==> src/logic/part_pkg.sv <==
// Offsets, field positions and fixed read values of the PMA role and test registers
package part_pkg;
  // Device address these registers live under
  localparam logic [4:0]  PMA_DEVAD          = 5'h01;
  // Register offsets within the device space
  localparam logic [15:0] OFS_EXT_ABILITY2   = 16'h0012;
  localparam logic [15:0] OFS_ROLE_CTRL      = 16'h0834;
  localparam logic [15:0] OFS_TEST_CTRL      = 16'h0836;
  // Fixed read values
  localparam logic [15:0] EXT_ABILITY2_VAL   = 16'h0001;
  localparam logic [15:0] ROLE_CTRL_FIXED    = 16'h8000;
  // Field positions
  localparam int          ROLE_BIT           = 14;
  localparam int          TEST_LSB           = 4;
  localparam int          TEST_W             = 3;
  // Strap sampling delay after reset release, in clock cycles
  localparam logic [1:0]  STRAP_WAIT         = 2'h3;
  // Test mode codes
  typedef enum logic [2:0]
  {
    TM_NORMAL = 3'h0,
    TM_MODE1  = 3'h1,
    TM_MODE2  = 3'h2,
    TM_MODE4  = 3'h4,
    TM_MODE5  = 3'h5
  } part_test_e;
endpackage

==> src/logic/part_pma_regs.sv <==
// PMA ability, link role and compliance test registers of the PHY
//
// Operation
// Extended ability register two reads 0x0001, bit 0 reporting support.
// Bit 14 of the role control register selects master (1) or slave (0).
// The role bit resets from its strap; bit 15 reads 1, bits 13:0 read 0.
// Test field codes select normal, mode 1, 2, 4 or 5; others undefined.
// Test field is read-write with a strap reset; bits 3:0 read 0.
// The host reaches these registers with device address 1.
// Writes to reserved or read-only bits are ignored and reads stay fixed.
module part_pma_regs
  import part_pkg::*;
(
  // Clock and reset
  input  wire logic        ref_clk,
  input  wire logic        rstn,
  // Bootstrap pins
  input  wire logic        strapMaster,
  input  wire logic [2:0]  strapTestMode,
  // Management access from the serial interface decoder
  input  wire logic        mgmtWrEn,
  input  wire logic        mgmtRdEn,
  input  wire logic [4:0]  mgmtDevAd,
  input  wire logic [15:0] mgmtAddr,
  input  wire logic [15:0] mgmtWrData,
  output logic      [15:0] mgmtRdData,
  output logic             mgmtRdHit,
  // Mode outputs to the PHY core
  output logic             roleMaster,
  output logic      [2:0]  testMode,
  output logic             testActive
);

  // Straps are pins: two-stage synchronisers
  logic        strapMasterS1_ff;
  logic        strapMasterS2_ff;
  logic [2:0]  strapTestS1_ff;
  logic [2:0]  strapTestS2_ff;
  // Straps latch once, a few cycles after reset release
  logic [1:0]  loadCnt_ff;
  logic        loaded_ff;
  logic        roleMaster_ff;
  logic [2:0]  testMode_ff;
  logic [15:0] rdData_ff;
  logic        rdHit_ff;
  // Saturating count from reset release, read only by the checks below
  logic [2:0]  relCnt_ff;

  wire logic devHit     = (mgmtDevAd == PMA_DEVAD);
  wire logic selAbility = devHit && (mgmtAddr == OFS_EXT_ABILITY2);
  wire logic selRole    = devHit && (mgmtAddr == OFS_ROLE_CTRL);
  wire logic selTest    = devHit && (mgmtAddr == OFS_TEST_CTRL);
  wire logic anySel     = selAbility | selRole | selTest;
  wire logic strapLoad  = !loaded_ff && (loadCnt_ff == STRAP_WAIT);
  wire logic [2:0] nxt_relCnt = (relCnt_ff == 3'h7) ? relCnt_ff
                              : relCnt_ff + 3'h1;

  // Only the writable fields are taken; the rest of the word is dropped
  wire logic       nxt_roleMaster = strapLoad ? strapMasterS2_ff
                                  : (mgmtWrEn && selRole)
                                  ? mgmtWrData[ROLE_BIT]
                                  : roleMaster_ff;
  wire logic [2:0] nxt_testMode   = strapLoad ? strapTestS2_ff
                                  : (mgmtWrEn && selTest)
                                  ? mgmtWrData[TEST_LSB +: TEST_W]
                                  : testMode_ff;

  wire logic [15:0] roleWord = ROLE_CTRL_FIXED
                             | (16'(roleMaster_ff) << ROLE_BIT);
  wire logic [15:0] testWord = 16'(testMode_ff) << TEST_LSB;
  wire logic [15:0] nxt_rdData = selAbility ? EXT_ABILITY2_VAL
                               : selRole    ? roleWord
                               : selTest    ? testWord
                               : 16'h0000;

  always_ff @(posedge ref_clk)
  begin
    strapMasterS1_ff <= strapMaster;
    strapMasterS2_ff <= strapMasterS1_ff;
    strapTestS1_ff   <= strapTestMode;
    strapTestS2_ff   <= strapTestS1_ff;
  end

  // Checking aid only; saturates so it never wraps into a false hit
  always_ff @(posedge ref_clk)
  begin
    if (!rstn)
      relCnt_ff <= 3'h0;
    else
      relCnt_ff <= nxt_relCnt;
  end

  // Wait for the synchronisers to settle before sampling straps
  always_ff @(posedge ref_clk)
  begin
    if (!rstn)
    begin
      loadCnt_ff <= 2'h0;
      loaded_ff  <= 1'b0;
    end
    else if (!loaded_ff)
    begin
      loadCnt_ff <= loadCnt_ff + 2'h1;
      loaded_ff  <= strapLoad;
    end
  end

  always_ff @(posedge ref_clk)
  begin
    if (!rstn)
    begin
      roleMaster_ff <= 1'b0;
      testMode_ff   <= TM_NORMAL;
      rdData_ff     <= 16'h0000;
      rdHit_ff      <= 1'b0;
    end
    else
    begin
      roleMaster_ff <= nxt_roleMaster;
      testMode_ff   <= nxt_testMode;
      rdData_ff     <= mgmtRdEn ? nxt_rdData : rdData_ff;
      rdHit_ff      <= mgmtRdEn && anySel;
    end
  end

  assign mgmtRdData = rdData_ff;
  assign mgmtRdHit  = rdHit_ff;
  assign roleMaster = roleMaster_ff;
  assign testMode   = testMode_ff;
  // Undefined codes are treated as a test mode, never as normal traffic
  assign testActive = (testMode_ff != TM_NORMAL);

  // Ability register
  a_ability_fixed: assert property (@(posedge ref_clk)
    disable iff (!rstn)
    mgmtRdEn && selAbility |=> mgmtRdData == 16'h0001 && mgmtRdHit)
    else $error("ability register read wrong");
  a_ability_wr: assert property (@(posedge ref_clk) disable iff (!rstn)
    loaded_ff && mgmtWrEn && selAbility
      |=> $stable(roleMaster) && $stable(testMode))
    else $error("ability write changed a mode");

  // Link role
  a_role_write: assert property (@(posedge ref_clk) disable iff (!rstn)
    loaded_ff && mgmtWrEn && selRole |=> roleMaster == $past(mgmtWrData[14]))
    else $error("role bit not written");
  a_role_read: assert property (@(posedge ref_clk) disable iff (!rstn)
    mgmtRdEn && selRole |=> mgmtRdData[14] == $past(roleMaster))
    else $error("role bit read wrong");
  a_role_word: assert property (@(posedge ref_clk) disable iff (!rstn)
    mgmtRdEn && selRole |=> mgmtRdData[15] && mgmtRdData[13:0] == 14'h0)
    else $error("role register fixed bits wrong");
  a_role_strap: assert property (@(posedge ref_clk) disable iff (!rstn)
    strapLoad |=> roleMaster == $past(strapMasterS2_ff))
    else $error("role strap not loaded");

  // Reset and strap timing
  a_reset_clear: assert property (@(posedge ref_clk)
    !rstn |=> !roleMaster && testMode == 3'h0
      && !mgmtRdHit && mgmtRdData == 16'h0000)
    else $error("reset left an output set");
  a_strap_time: assert property (@(posedge ref_clk) disable iff (!rstn)
    strapLoad |-> relCnt_ff == 3'h3)
    else $error("straps sampled at the wrong cycle");
  a_strap_late: assert property (@(posedge ref_clk) disable iff (!rstn)
    relCnt_ff == 3'h4 |-> loaded_ff)
    else $error("straps never sampled");
  a_load_once: assert property (@(posedge ref_clk) disable iff (!rstn)
    loaded_ff |=> loaded_ff)
    else $error("strap load repeated");

  // Test field
  a_test_active: assert property (@(posedge ref_clk) disable iff (!rstn)
    testActive == (testMode != 3'h0))
    else $error("test active flag wrong");
  a_test_flag: assert property (@(posedge ref_clk) disable iff (!rstn)
    loaded_ff && mgmtRdEn && selTest && !mgmtWrEn
      |=> testActive == (mgmtRdData[6:4] != 3'h0))
    else $error("test active flag disagrees with read");
  a_undef_active: assert property (@(posedge ref_clk) disable iff (!rstn)
    loaded_ff && mgmtWrEn && selTest && mgmtWrData[6:4] == 3'h7
      |=> testActive)
    else $error("undefined test code left inactive");
  a_normal_idle: assert property (@(posedge ref_clk) disable iff (!rstn)
    loaded_ff && mgmtWrEn && selTest && mgmtWrData[6:4] == 3'h0
      |=> !testActive)
    else $error("normal code left a test active");
  a_test_word: assert property (@(posedge ref_clk) disable iff (!rstn)
    mgmtRdEn && selTest |=> mgmtRdData[3:0] == 4'h0
      && mgmtRdData[15:7] == 9'h0 && mgmtRdData[6:4] == $past(testMode))
    else $error("test register read wrong");
  a_test_write: assert property (@(posedge ref_clk) disable iff (!rstn)
    loaded_ff && mgmtWrEn && selTest |=> testMode == $past(mgmtWrData[6:4]))
    else $error("test field not written");
  a_test_strap: assert property (@(posedge ref_clk) disable iff (!rstn)
    strapLoad |=> testMode == $past(strapTestS2_ff))
    else $error("test strap not loaded");

  // Decode and read answer
  a_wrong_devad: assert property (@(posedge ref_clk) disable iff (!rstn)
    mgmtRdEn && !devHit |=> !mgmtRdHit && mgmtRdData == 16'h0)
    else $error("other device space answered");
  a_hit_valid: assert property (@(posedge ref_clk) disable iff (!rstn)
    mgmtRdEn && anySel |=> mgmtRdHit)
    else $error("register read not acknowledged");
  a_hit_cause: assert property (@(posedge ref_clk) disable iff (!rstn)
    mgmtRdHit |-> $past(mgmtRdEn))
    else $error("read acknowledged without a read");
  a_wrong_addr: assert property (@(posedge ref_clk) disable iff (!rstn)
    mgmtRdEn && devHit && !anySel |=> !mgmtRdHit && mgmtRdData == 16'h0000)
    else $error("unmapped address answered");

  // Nothing moves without its own write, and read data not without a read
  a_role_hold: assert property (@(posedge ref_clk) disable iff (!rstn)
    loaded_ff && !(mgmtWrEn && selRole) |=> $stable(roleMaster))
    else $error("role bit changed without write");
  a_test_hold: assert property (@(posedge ref_clk) disable iff (!rstn)
    loaded_ff && !(mgmtWrEn && selTest) |=> $stable(testMode))
    else $error("test field changed without write");
  a_cross_write: assert property (@(posedge ref_clk) disable iff (!rstn)
    loaded_ff && mgmtWrEn && selRole |=> $stable(testMode))
    else $error("role write changed the test field");
  a_rd_no_state: assert property (@(posedge ref_clk) disable iff (!rstn)
    loaded_ff && mgmtRdEn && !mgmtWrEn
      |=> $stable(roleMaster) && $stable(testMode))
    else $error("read changed a mode");
  a_rdata_hold: assert property (@(posedge ref_clk) disable iff (!rstn)
    !mgmtRdEn |=> $stable(mgmtRdData))
    else $error("read data changed without a read");
  a_wr_quiet: assert property (@(posedge ref_clk) disable iff (!rstn)
    mgmtWrEn && !mgmtRdEn |=> !mgmtRdHit)
    else $error("write acknowledged as a read");
endmodule

==> config.mk <==
export PLATFORM = sky130hd
export DESIGN_NAME = part_pma_regs
export DESIGN_NICKNAME = d
export VERILOG_FILES = /design/src/logic/part_pkg.sv /design/src/logic/part_pma_regs.sv
export SDC_FILE = /design/constraint.sdc
export NUM_CORES = 1
export LEC_CHECK = 0
export ABC_AREA = 0
export BUFFER_PORTS_ARGS = -buffer_cell sky130_fd_sc_hd__buf_2
export CAP_MARGIN = 20
export CORE_UTILIZATION = 44
export CTS_CLUSTER_SIZE = 14
export DETAILED_ROUTE_END_ITERATION = 7
export PLACE_DENSITY_LB_ADDON = 0.12
export SLEW_MARGIN = 20
export SYNTH_ARGS = -nofsm -noshare
export SYNTH_HDL_FRONTEND = slang
export SYNTH_SLANG_ARGS = --single-unit
==> constraint.sdc <==
create_clock -name ref_clk -period 2.9 [get_ports ref_clk]
set_input_delay 0.145 -clock ref_clk [delete_from_list [all_inputs] [get_ports ref_clk]]
set_output_delay 0.145 -clock ref_clk [all_outputs]
set_load 0.005 [all_outputs]
# [Word level (Yosys, flattened, before mapping)]
# Cells that the tools add are included.
[totals] regBits=32 inputBits=45 out_inout_bits=22
[classes] n_addsub=1 eq_ne=5 n_mux=8 bitwise=2 n_reduce_logical=11
[ops] cell="$eq 16x12->1 const B" count=2
[ops] cell="$mux 16" count=2
[ops] cell="$eq 16x5->1 const B" count=1
[ops] cell="$logic_and 1x1->1" count=7
[ops] cell="$mux 7" count=1
[ops] cell="$mux 3" count=2
[ops] cell="$eq 5x1->1 const B" count=1
[ops] cell="$reduce_bool 2->1" count=2
[ops] cell="$mux 1" count=3
[ops] cell="$reduce_bool 3->1" count=1
[ops] cell="$add 2x1->2 const B" count=1
[ops] cell="$eq 2x2->1 const B" count=1
[ops] cell="$or 1x1->1" count=2
[ops] cell="$logic_not 1->1" count=1

# [Longest topological paths before layout]
# Gate-level depths: netlist of run 1.
[logic_depth] depth_word=5 depth_mapped=6 mapped_depth_nobuf=5

# [Worst setup path before layout of run 1]
# OpenSTA, ideal clock, no wires.
[synth_timing] path_kind="in2reg" startpoint="input port mgmtAddr[13]" endpoint="register testMode_ff[0] (netlist: testMode[0])" setup_time_ns=0.135 arrival_ns=1.360 path_slack_ns=1.405 cell_stages=4 n_path_buf=0 path_cell_list="or4_4 or3_4 o31ai_1 a31oi_1"
[synth_between] elab_chain_cells=4
[synth_lines] element="start, declared" line_no="part_pma_regs.sv:24" text="input wire logic [15:0] mgmtAddr,"
[synth_lines] element="$eq 16x12->1" line_no="part_pma_regs.sv:52" text="wire logic selTest = devHit && (mgmtAddr == OFS_TEST_CTRL);"
[synth_lines] element="$logic_and 1x1->1" line_no="part_pma_regs.sv:52"
[synth_lines] element="$logic_and 1x1->1" line_no="part_pma_regs.sv:64" text=": (mgmtWrEn && selTest)"
[synth_lines] element="$reduce_bool 2->1 (no source line)"
[synth_lines] element="end signal, assigned" line_no="part_pma_regs.sv:120" text="testMode_ff <= nxt_testMode;"
[synth_lines] element="end, declared" line_no="part_pma_regs.sv:43" text="logic [2:0] testMode_ff;"
# Every way passes these cells.
# A chain may end at the register's enable or synchronous reset.

# [Final worst setup path of run 1]
[layout_timing] startpoint="register loadCnt_ff[0]" endpoint="register roleMaster_ff (netlist: roleMaster)"
[layout_between] elab_chain_cells=3 word_cells_on_any_way=4 classes_between="eq/ne: 1; mux: 1; reduce/logical: 2"
[layout_lines] element="start, declared" line_no="part_pma_regs.sv:40" text="logic [1:0] loadCnt_ff;"
[layout_lines] element="start signal, assigned" line_no="part_pma_regs.sv:103" text="loadCnt_ff <= loadCnt_ff + 2'h1;"
[layout_lines] element="$eq 2x2->1 *" line_no="part_pma_regs.sv:54" text="wire logic strapLoad = !loaded_ff && (loadCnt_ff == STRAP_WAIT);"
[layout_lines] element="$logic_and 1x1->1 *" line_no="part_pma_regs.sv:54"
[layout_lines] element="$mux 1 or $reduce_bool 2->1 (tied branches)"
[layout_lines] element="end signal, assigned" line_no="part_pma_regs.sv:119" text="roleMaster_ff <= nxt_roleMaster;"
[layout_lines] element="end, declared" line_no="part_pma_regs.sv:42" text="logic roleMaster_ff;"
# Every way passes the cells marked *; elsewhere a longest branch is shown, timed or not.

==> flow_summary.json, run 1 <==
{
  "outcome": "finished clean",
  "synth_area_mm2": 0.00100,
  "path_max_fanout": 10,
  "first_pass_iters": 4,
  "die_area_mm2": 0.00248,
  "post-route-drc-count": 0,
  "cp_slowest_cell": "dfxtp_1",
  "finalHoldViolCount": 0,
  "max-slew-margin-rel_pct": 63.8,
  "antennaDiodeCount": 0,
  "synth_area_per_cell_um2": 9.66,
  "ys_warn_count": 0,
  "drt_wl_total_um": 2020,
  "start_kind": "flip-flop",
  "synth-edff-count": 0,
  "mostFrequentLayoutCell": "buf_2",
  "start_util_pct": 48.7,
  "p_per_area_mw_per_mm2": 464,
  "ys_seq_elements": 22,
  "cts_buffer_depth": 2,
  "synth-compound-area-share_pct": 13.0,
  "cts_tree": "yes",
  "vias": 925,
  "max-vdd-ir-drop_uv": 356,
  "fmax_mhz": 737,
  "p_leak_nw": 0.571,
  "fin_crit_ns": 1.36,
  "antenna_found_initial": 0,
  "synth_top_family_by_area": "simple AND/OR/NAND/NOR gates",
  "cts_resized": 0,
  "grt_pass1_vias": 893,
  "async_reset_ff_share_pct": 0,
  "detail_route.iter0.violations": 17,
  "finClkSkew_ns": 0.00190,
  "slowest_delay_ns": 0.38,
  "final.setup.tns_ns": 0,
  "worst_pin_slew_ns": 0.536,
  "htreeDepth": 1,
  "synthMuxAreaShare_pct": 0.996,
  "cp_num_cells": 5,
  "clock_sinks": 22,
  "cts_root_buf": "clkbuf_4",
  "clk_latency_ns": 0.30,
  "row_count": 16,
  "synthSimpleGateAreaFrac_pct": 30.8,
  "maxSlewViolCount": 0,
  "layout-drive-gt1-share_pct": 34.4,
  "gp_congestion": 0.691,
  "dp_cells": 170,
  "numCtsBuffers": 3,
  "yosysUniqueCellTypes": 34,
  "nets": 198,
  "synth_top_flop_cell": "dfxtp_1",
  "criticalPathCategory": "reg -> reg",
  "finalCritPeriodShare_pct": 46.8,
  "crit_family": "simple AND/OR/NAND/NOR gates",
  "coreArea_mm2": 0.00206,
  "io_pins": 67,
  "grt_max_degree": 15,
  "arrival_ns": 1.59,
  "path_buf_inv": 0,
  "gr-total-overflow": 0,
  "portBuffers": 44,
  "path_clk_slew_ns": 0.12,
  "mostFrequentLayoutCells": "44 x buf_2, 22 x dfxtp_1, 10 x nand4_1, 10 x conb_1, 8 x nand2b_1",
  "dpl.hpwl_um": 1570,
  "setup_violations": 0,
  "synth-xor-area-share_pct": 0.872,
  "whs_path_depth": 3,
  "stdcell_count": 178,
  "die_w_um": 49.8,
  "grt_first_pass_wirelength_um": 3460,
  "cp_cell_sequence": "ha_1 -> nand2b_1 -> and3b_1 -> and4_1 -> nor3_1",
  "wl_per_cell_um": 11.3,
  "hold_path_class": "in -> reg",
  "seq_area_frac_synth_pct": 43.8,
  "worst_r2r_path_depth": 5,
  "rsz0062_at_grt": "false",
  "antenna_left": 0,
  "cp.required_ns": 3.14,
  "cts_setup_buffers": 0,
  "critical_path.endpoint_type": "flip-flop",
  "grt_usage_pct": 17.8,
  "synth-adder-area-share_pct": 1.25,
  "vias_per_cell": 5.20,
  "area_growth_pct": 27.3,
  "drv_cap": 0,
  "syn_inst": 104,
  "die_y_um": 49.8
}
-- cell type report --
cell class,count,area [um2]
Fill cell,176,783
Multi-Input combinational cell,77,508
Sequential cell,22,440
Timing Repair Buffer,48,260
Clock buffer,4,36.3
Tap cell,27,33.8
-- stage by stage --
| stage | cell area [um2] | util (%) | hold slack, ns | worst slack (ns) | total power (W) |
|---|---|---|---|---|---|
| after floorplan | 1040 | - | 0.173 | 1.40 | 0.000395 |
| after global placement | 1200 | 58.3 | 0.249 | 1.25 | 0.000425 |
| after detailed placement | 1200 | 58.3 | 0.250 | 1.25 | 0.000428 |
| after CTS | 1280 | 62.0 | 0.0981 | 1.55 | 0.000598 |
| after global routing | 1280 | 62.0 | 0.0914 | 1.43 | 0.000628 |
| final | 1280 | 62.0 | 0.103 | 1.54 | 0.000593 |
-- cell usage after synthesis (all sizes together) (2+ instances only) --
master  number  area share, %
or3          2            1.7
clkbuf       3            1.1
nand3        2            1.0
and2         2            1.2
nand4       10            6.2
o21ai        3            1.5
o211ai       2            1.5
a31oi        4            2.5
buf         11            7.8
o31ai        3            2.2
dfxtp       22             44
nor4         3            2.5
nand2b       8            5.0
a21boi       6            4.5
nor3         3            2.0
nor4b        3            2.6
and3         4            2.5
-- worst paths after layout --
| check | slack [ns] | start | endpoint |
|---|---|---|---|
| worst max-delay path | 1.54 | loadCnt_ff[0] | roleMaster |
| worst min-delay path | 0.10 | mgmtWrData[4] | testMode[0] |
| worst max register to register | 1.54 | loadCnt_ff[0] | roleMaster |
| worst min register to register | 0.34 | strapTestS1_ff[1] | strapTestS2_ff[1] |
-- state kept, by name, summed over array words and instances (netlist names) --
register,cells
loadCnt_ff,2
strapTestS1_ff,3
mgmtRdData,6
loaded_ff,1
roleMaster,1
mgmtRdHit,1
strapMasterS2_ff,1
testMode,3
strapMasterS1_ff,1
strapTestS2_ff,3
-- report_power, final --
group          internal (W)  switching [W]  total [W]
clock network     0.0000766      0.0000902   0.000167
registers          0.000321      0.0000120   0.000333
logic             0.0000512      0.0000417  0.0000929
-- worst reg2reg max path, stage by stage (launching register included) --
cell and delay, ns:
dfxtp_1 0.38, ha_1 0.18, nand2b_1 0.19, and3b_1 0.24
and4_1 0.18, nor3_1 0.11
-- layer usage --
layer,track usage (%),part of all wire (%)
met5,0,0
met4,6.67,1.0
met3,3.09,6.1
met2,32.4,47
met1,20.4,46
-- kinds of logic (layout without fill, tap and decap cells) --
family                   after synthesis  after routing
AO/OA/AOI/OAI                         19             19
XOR/XNOR                               1              1
adder cells (fa/ha/maj)                1              1
buffers and inverters                 14             52
flip-flops                            22             22
multiplexers                           1              1
other                                  1             10
AND/OR/NAND/NOR                       45             45
-- what timing repair did --
| item | 4_1_cts | 5_1_grt |
|---|---|---|
| hold buffers | 4 | 0 |
| endpoints found under the hold margin | 4 | 0 |
| endpoints found under the setup margin | 0 | 0 |
Note: power is estimated with default switching activity, not from simulation.
==> run 2, diff against run 1 <==
Settings changed: CORE_UTILIZATION 44 to 37.
Clock period 2.9 ns to 1.22 ns, I/O delays scaled along.
==> run 2 against run 1 <==
Against the previous run:
- the flow now finishes with violations (setup timing)
- sequential share of layout area shrank 2.5 points
- non-clock buffer count increased by 10
- die area grew 18%
- global-route usage fell by 0.39 points
- utilization down 6.8 points
- largest cell class unchanged
- largest power group unchanged
==> flow_summary.json, run 2 (synthesis gave the netlist of run 1 again) <==
{
  "grt_usage_pct": 17.4,
  "setup_violations": 1,
  "largest_reg_flops": 6,
  "io_pins": 67,
  "p_leak_nw": 0.625,
  "path_buf_inv": 1,
  "vias_per_cell": 5.03,
  "max-vdd-ir-drop_uv": 704,
  "drt_wl_total_um": 2330,
  "antennaDiodeCount": 0,
  "die_y_um": 54.1,
  "stdcell_count": 191,
  "cp_slowest_cell": "or4_4",
  "row_count": 18,
  "grt_pass1_vias": 855,
  "layout-drive-gt1-share_pct": 43.5,
  "mostFrequentLayoutCell": "buf_2",
  "pre_cts_slack_ns": -0.324,
  "grt_max_degree": 15,
  "wl_per_cell_um": 12.2,
  "cts_tree": "yes",
  "path_clk_slew_ns": 0.12,
  "critical_path.endpoint_type": "flip-flop",
  "gr-total-overflow": 0,
  "hold_path_class": "in -> reg",
  "cp_cell_sequence": "buf_2 -> or4_4 -> or3_4 -> o31ai_1 -> a31oi_1",
  "rsz0062_at_grt": "true",
  "mostFrequentLayoutCells": "44 x buf_2, 18 x dfxtp_1, 10 x nand4_1, 10 x conb_1, 10 x buf_4",
  "slowest_delay_ns": 0.55,
  "fin_crit_ns": 1.24,
  "grt_first_pass_wirelength_um": 3650,
  "arrival_ns": 1.43,
  "finClkSkew_ns": 0.000906,
  "total_power_w": 0.00148,
  "die_w_um": 54.1,
  "gp_congestion": 0.715,
  "drv_cap": 0,
  "p_per_area_mw_per_mm2": 1060,
  "dpl.hpwl_um": 1820,
  "post-route-drc-count": 0,
  "reg2reg_slack_ns": 0.03,
  "vias": 961,
  "htreeDepth": 1,
  "coreArea_mm2": 0.00252,
  "antenna_left": 0,
  "clk_latency_ns": 0.30,
  "cts_buffer_depth": 2,
  "first_pass_iters": 4,
  "numCtsBuffers": 3,
  "start_kind": "input pin",
  "cp.required_ns": 1.41,
  "area_growth_pct": 38.6,
  "crit_family": "simple AND/OR/NAND/NOR gates",
  "finalHoldViolCount": 0,
  "violations": "setup timing",
  "criticalPathCategory": "in -> reg",
  "portBuffers": 44,
  "dp_cells": 179,
  "detail_route.iter0.violations": 18,
  "antenna_found_initial": 0,
  "outcome": "finished with violations",
  "clock_sinks": 22,
  "nets": 208,
  "die_area_mm2": 0.00293,
  "start_util_pct": 39.8,
  "finalInstanceArea_mm2": 0.00139,
  "maxSlewViolCount": 0,
  "path_max_fanout": 4,
  "cts_root_buf": "clkbuf_4",
  "setup_slack_ns": -0.0209,
  "finalCritPeriodShare_pct": 102,
  "placed_area_mm2": 0.00125,
  "fmax_mhz": 806
}
run 2: cell count changes in the layout (fill, tap and decap cells not counted), sizes merged:
cell / previous run / this run
buf: 44 / 54
run 2: through the flow:
stage / utilization (%) / hold slack (ns) / setup TNS, ns
2_1_floorplan: - / 0.0887 / -0.471
3_3_place_gp: 49.6 / 0.166 / -1.79
3_5_place_dp: 49.6 / 0.165 / -2.14
4_1_cts: 53.4 / 0.0152 / 0
5_1_grt: 55.2 / 0.0143 / -0.0384
6_report: 55.2 / 0.0205 / -0.0209
run 2: report_power, final:
| group | leakage [nW] | switching, W | total (W) | internal, W |
|---|---|---|---|---|
| Clock | 0.0210 | 0.000210 | 0.000392 | 0.000182 |
| Combinational | 0.422 | 0.000119 | 0.000287 | 0.000167 |
| Sequential | 0.183 | 0.0000335 | 0.000802 | 0.000768 |
| Total | 0.625 | 0.000363 | 0.00148 | 0.00112 |
run 2: cell type report:
| cell class | instances | area, um2 |
|---|---|---|
| clock buffer | 4 | 36.3 |
| fill | 238 | 1130 |
| multi-input combinational | 77 | 538 |
| sequential | 22 | 445 |
| tap | 30 | 37.5 |
| timing repair buffer | 58 | 335 |
run 2: path summary, 6_finish.rpt:
path,from,end,cells past startpoint
min,mgmtWrData[5],testMode[1],3
min reg2reg,strapTestS1_ff[1],strapTestS2_ff[1],0
max reg2reg,loadCnt_ff[0],roleMaster,5
max,mgmtAddr[13],testMode[0],5
run 2: what timing repair did:
item | CTS | global route
hold buffers | 4 | 0
resized for setup | 4 | 5
pin swaps | 1 | 1
setup buffers | 2 | 2
endpoints found under the setup margin | 2 | 5
endpoints found under the hold margin | 4 | 0
run 2: worst reg2reg max path: stages (launching register included):
cell and delay [ns]:
dfxtp_2 0.38, ha_4 0.16, nand2b_4 0.07, and3b_1 0.16
and4_1 0.19, nor3_1 0.17
run 2: per-layer routing:
metal  vias to the layer above  global-route usage [%]  wire length (um)
met4                         0                    4.27                14
met3                         2                    5.65               172
met5                         -                       0                 0
met1                       435                    19.8               995
met2                        37                    31.1              1140
li1                        487                       -                 -
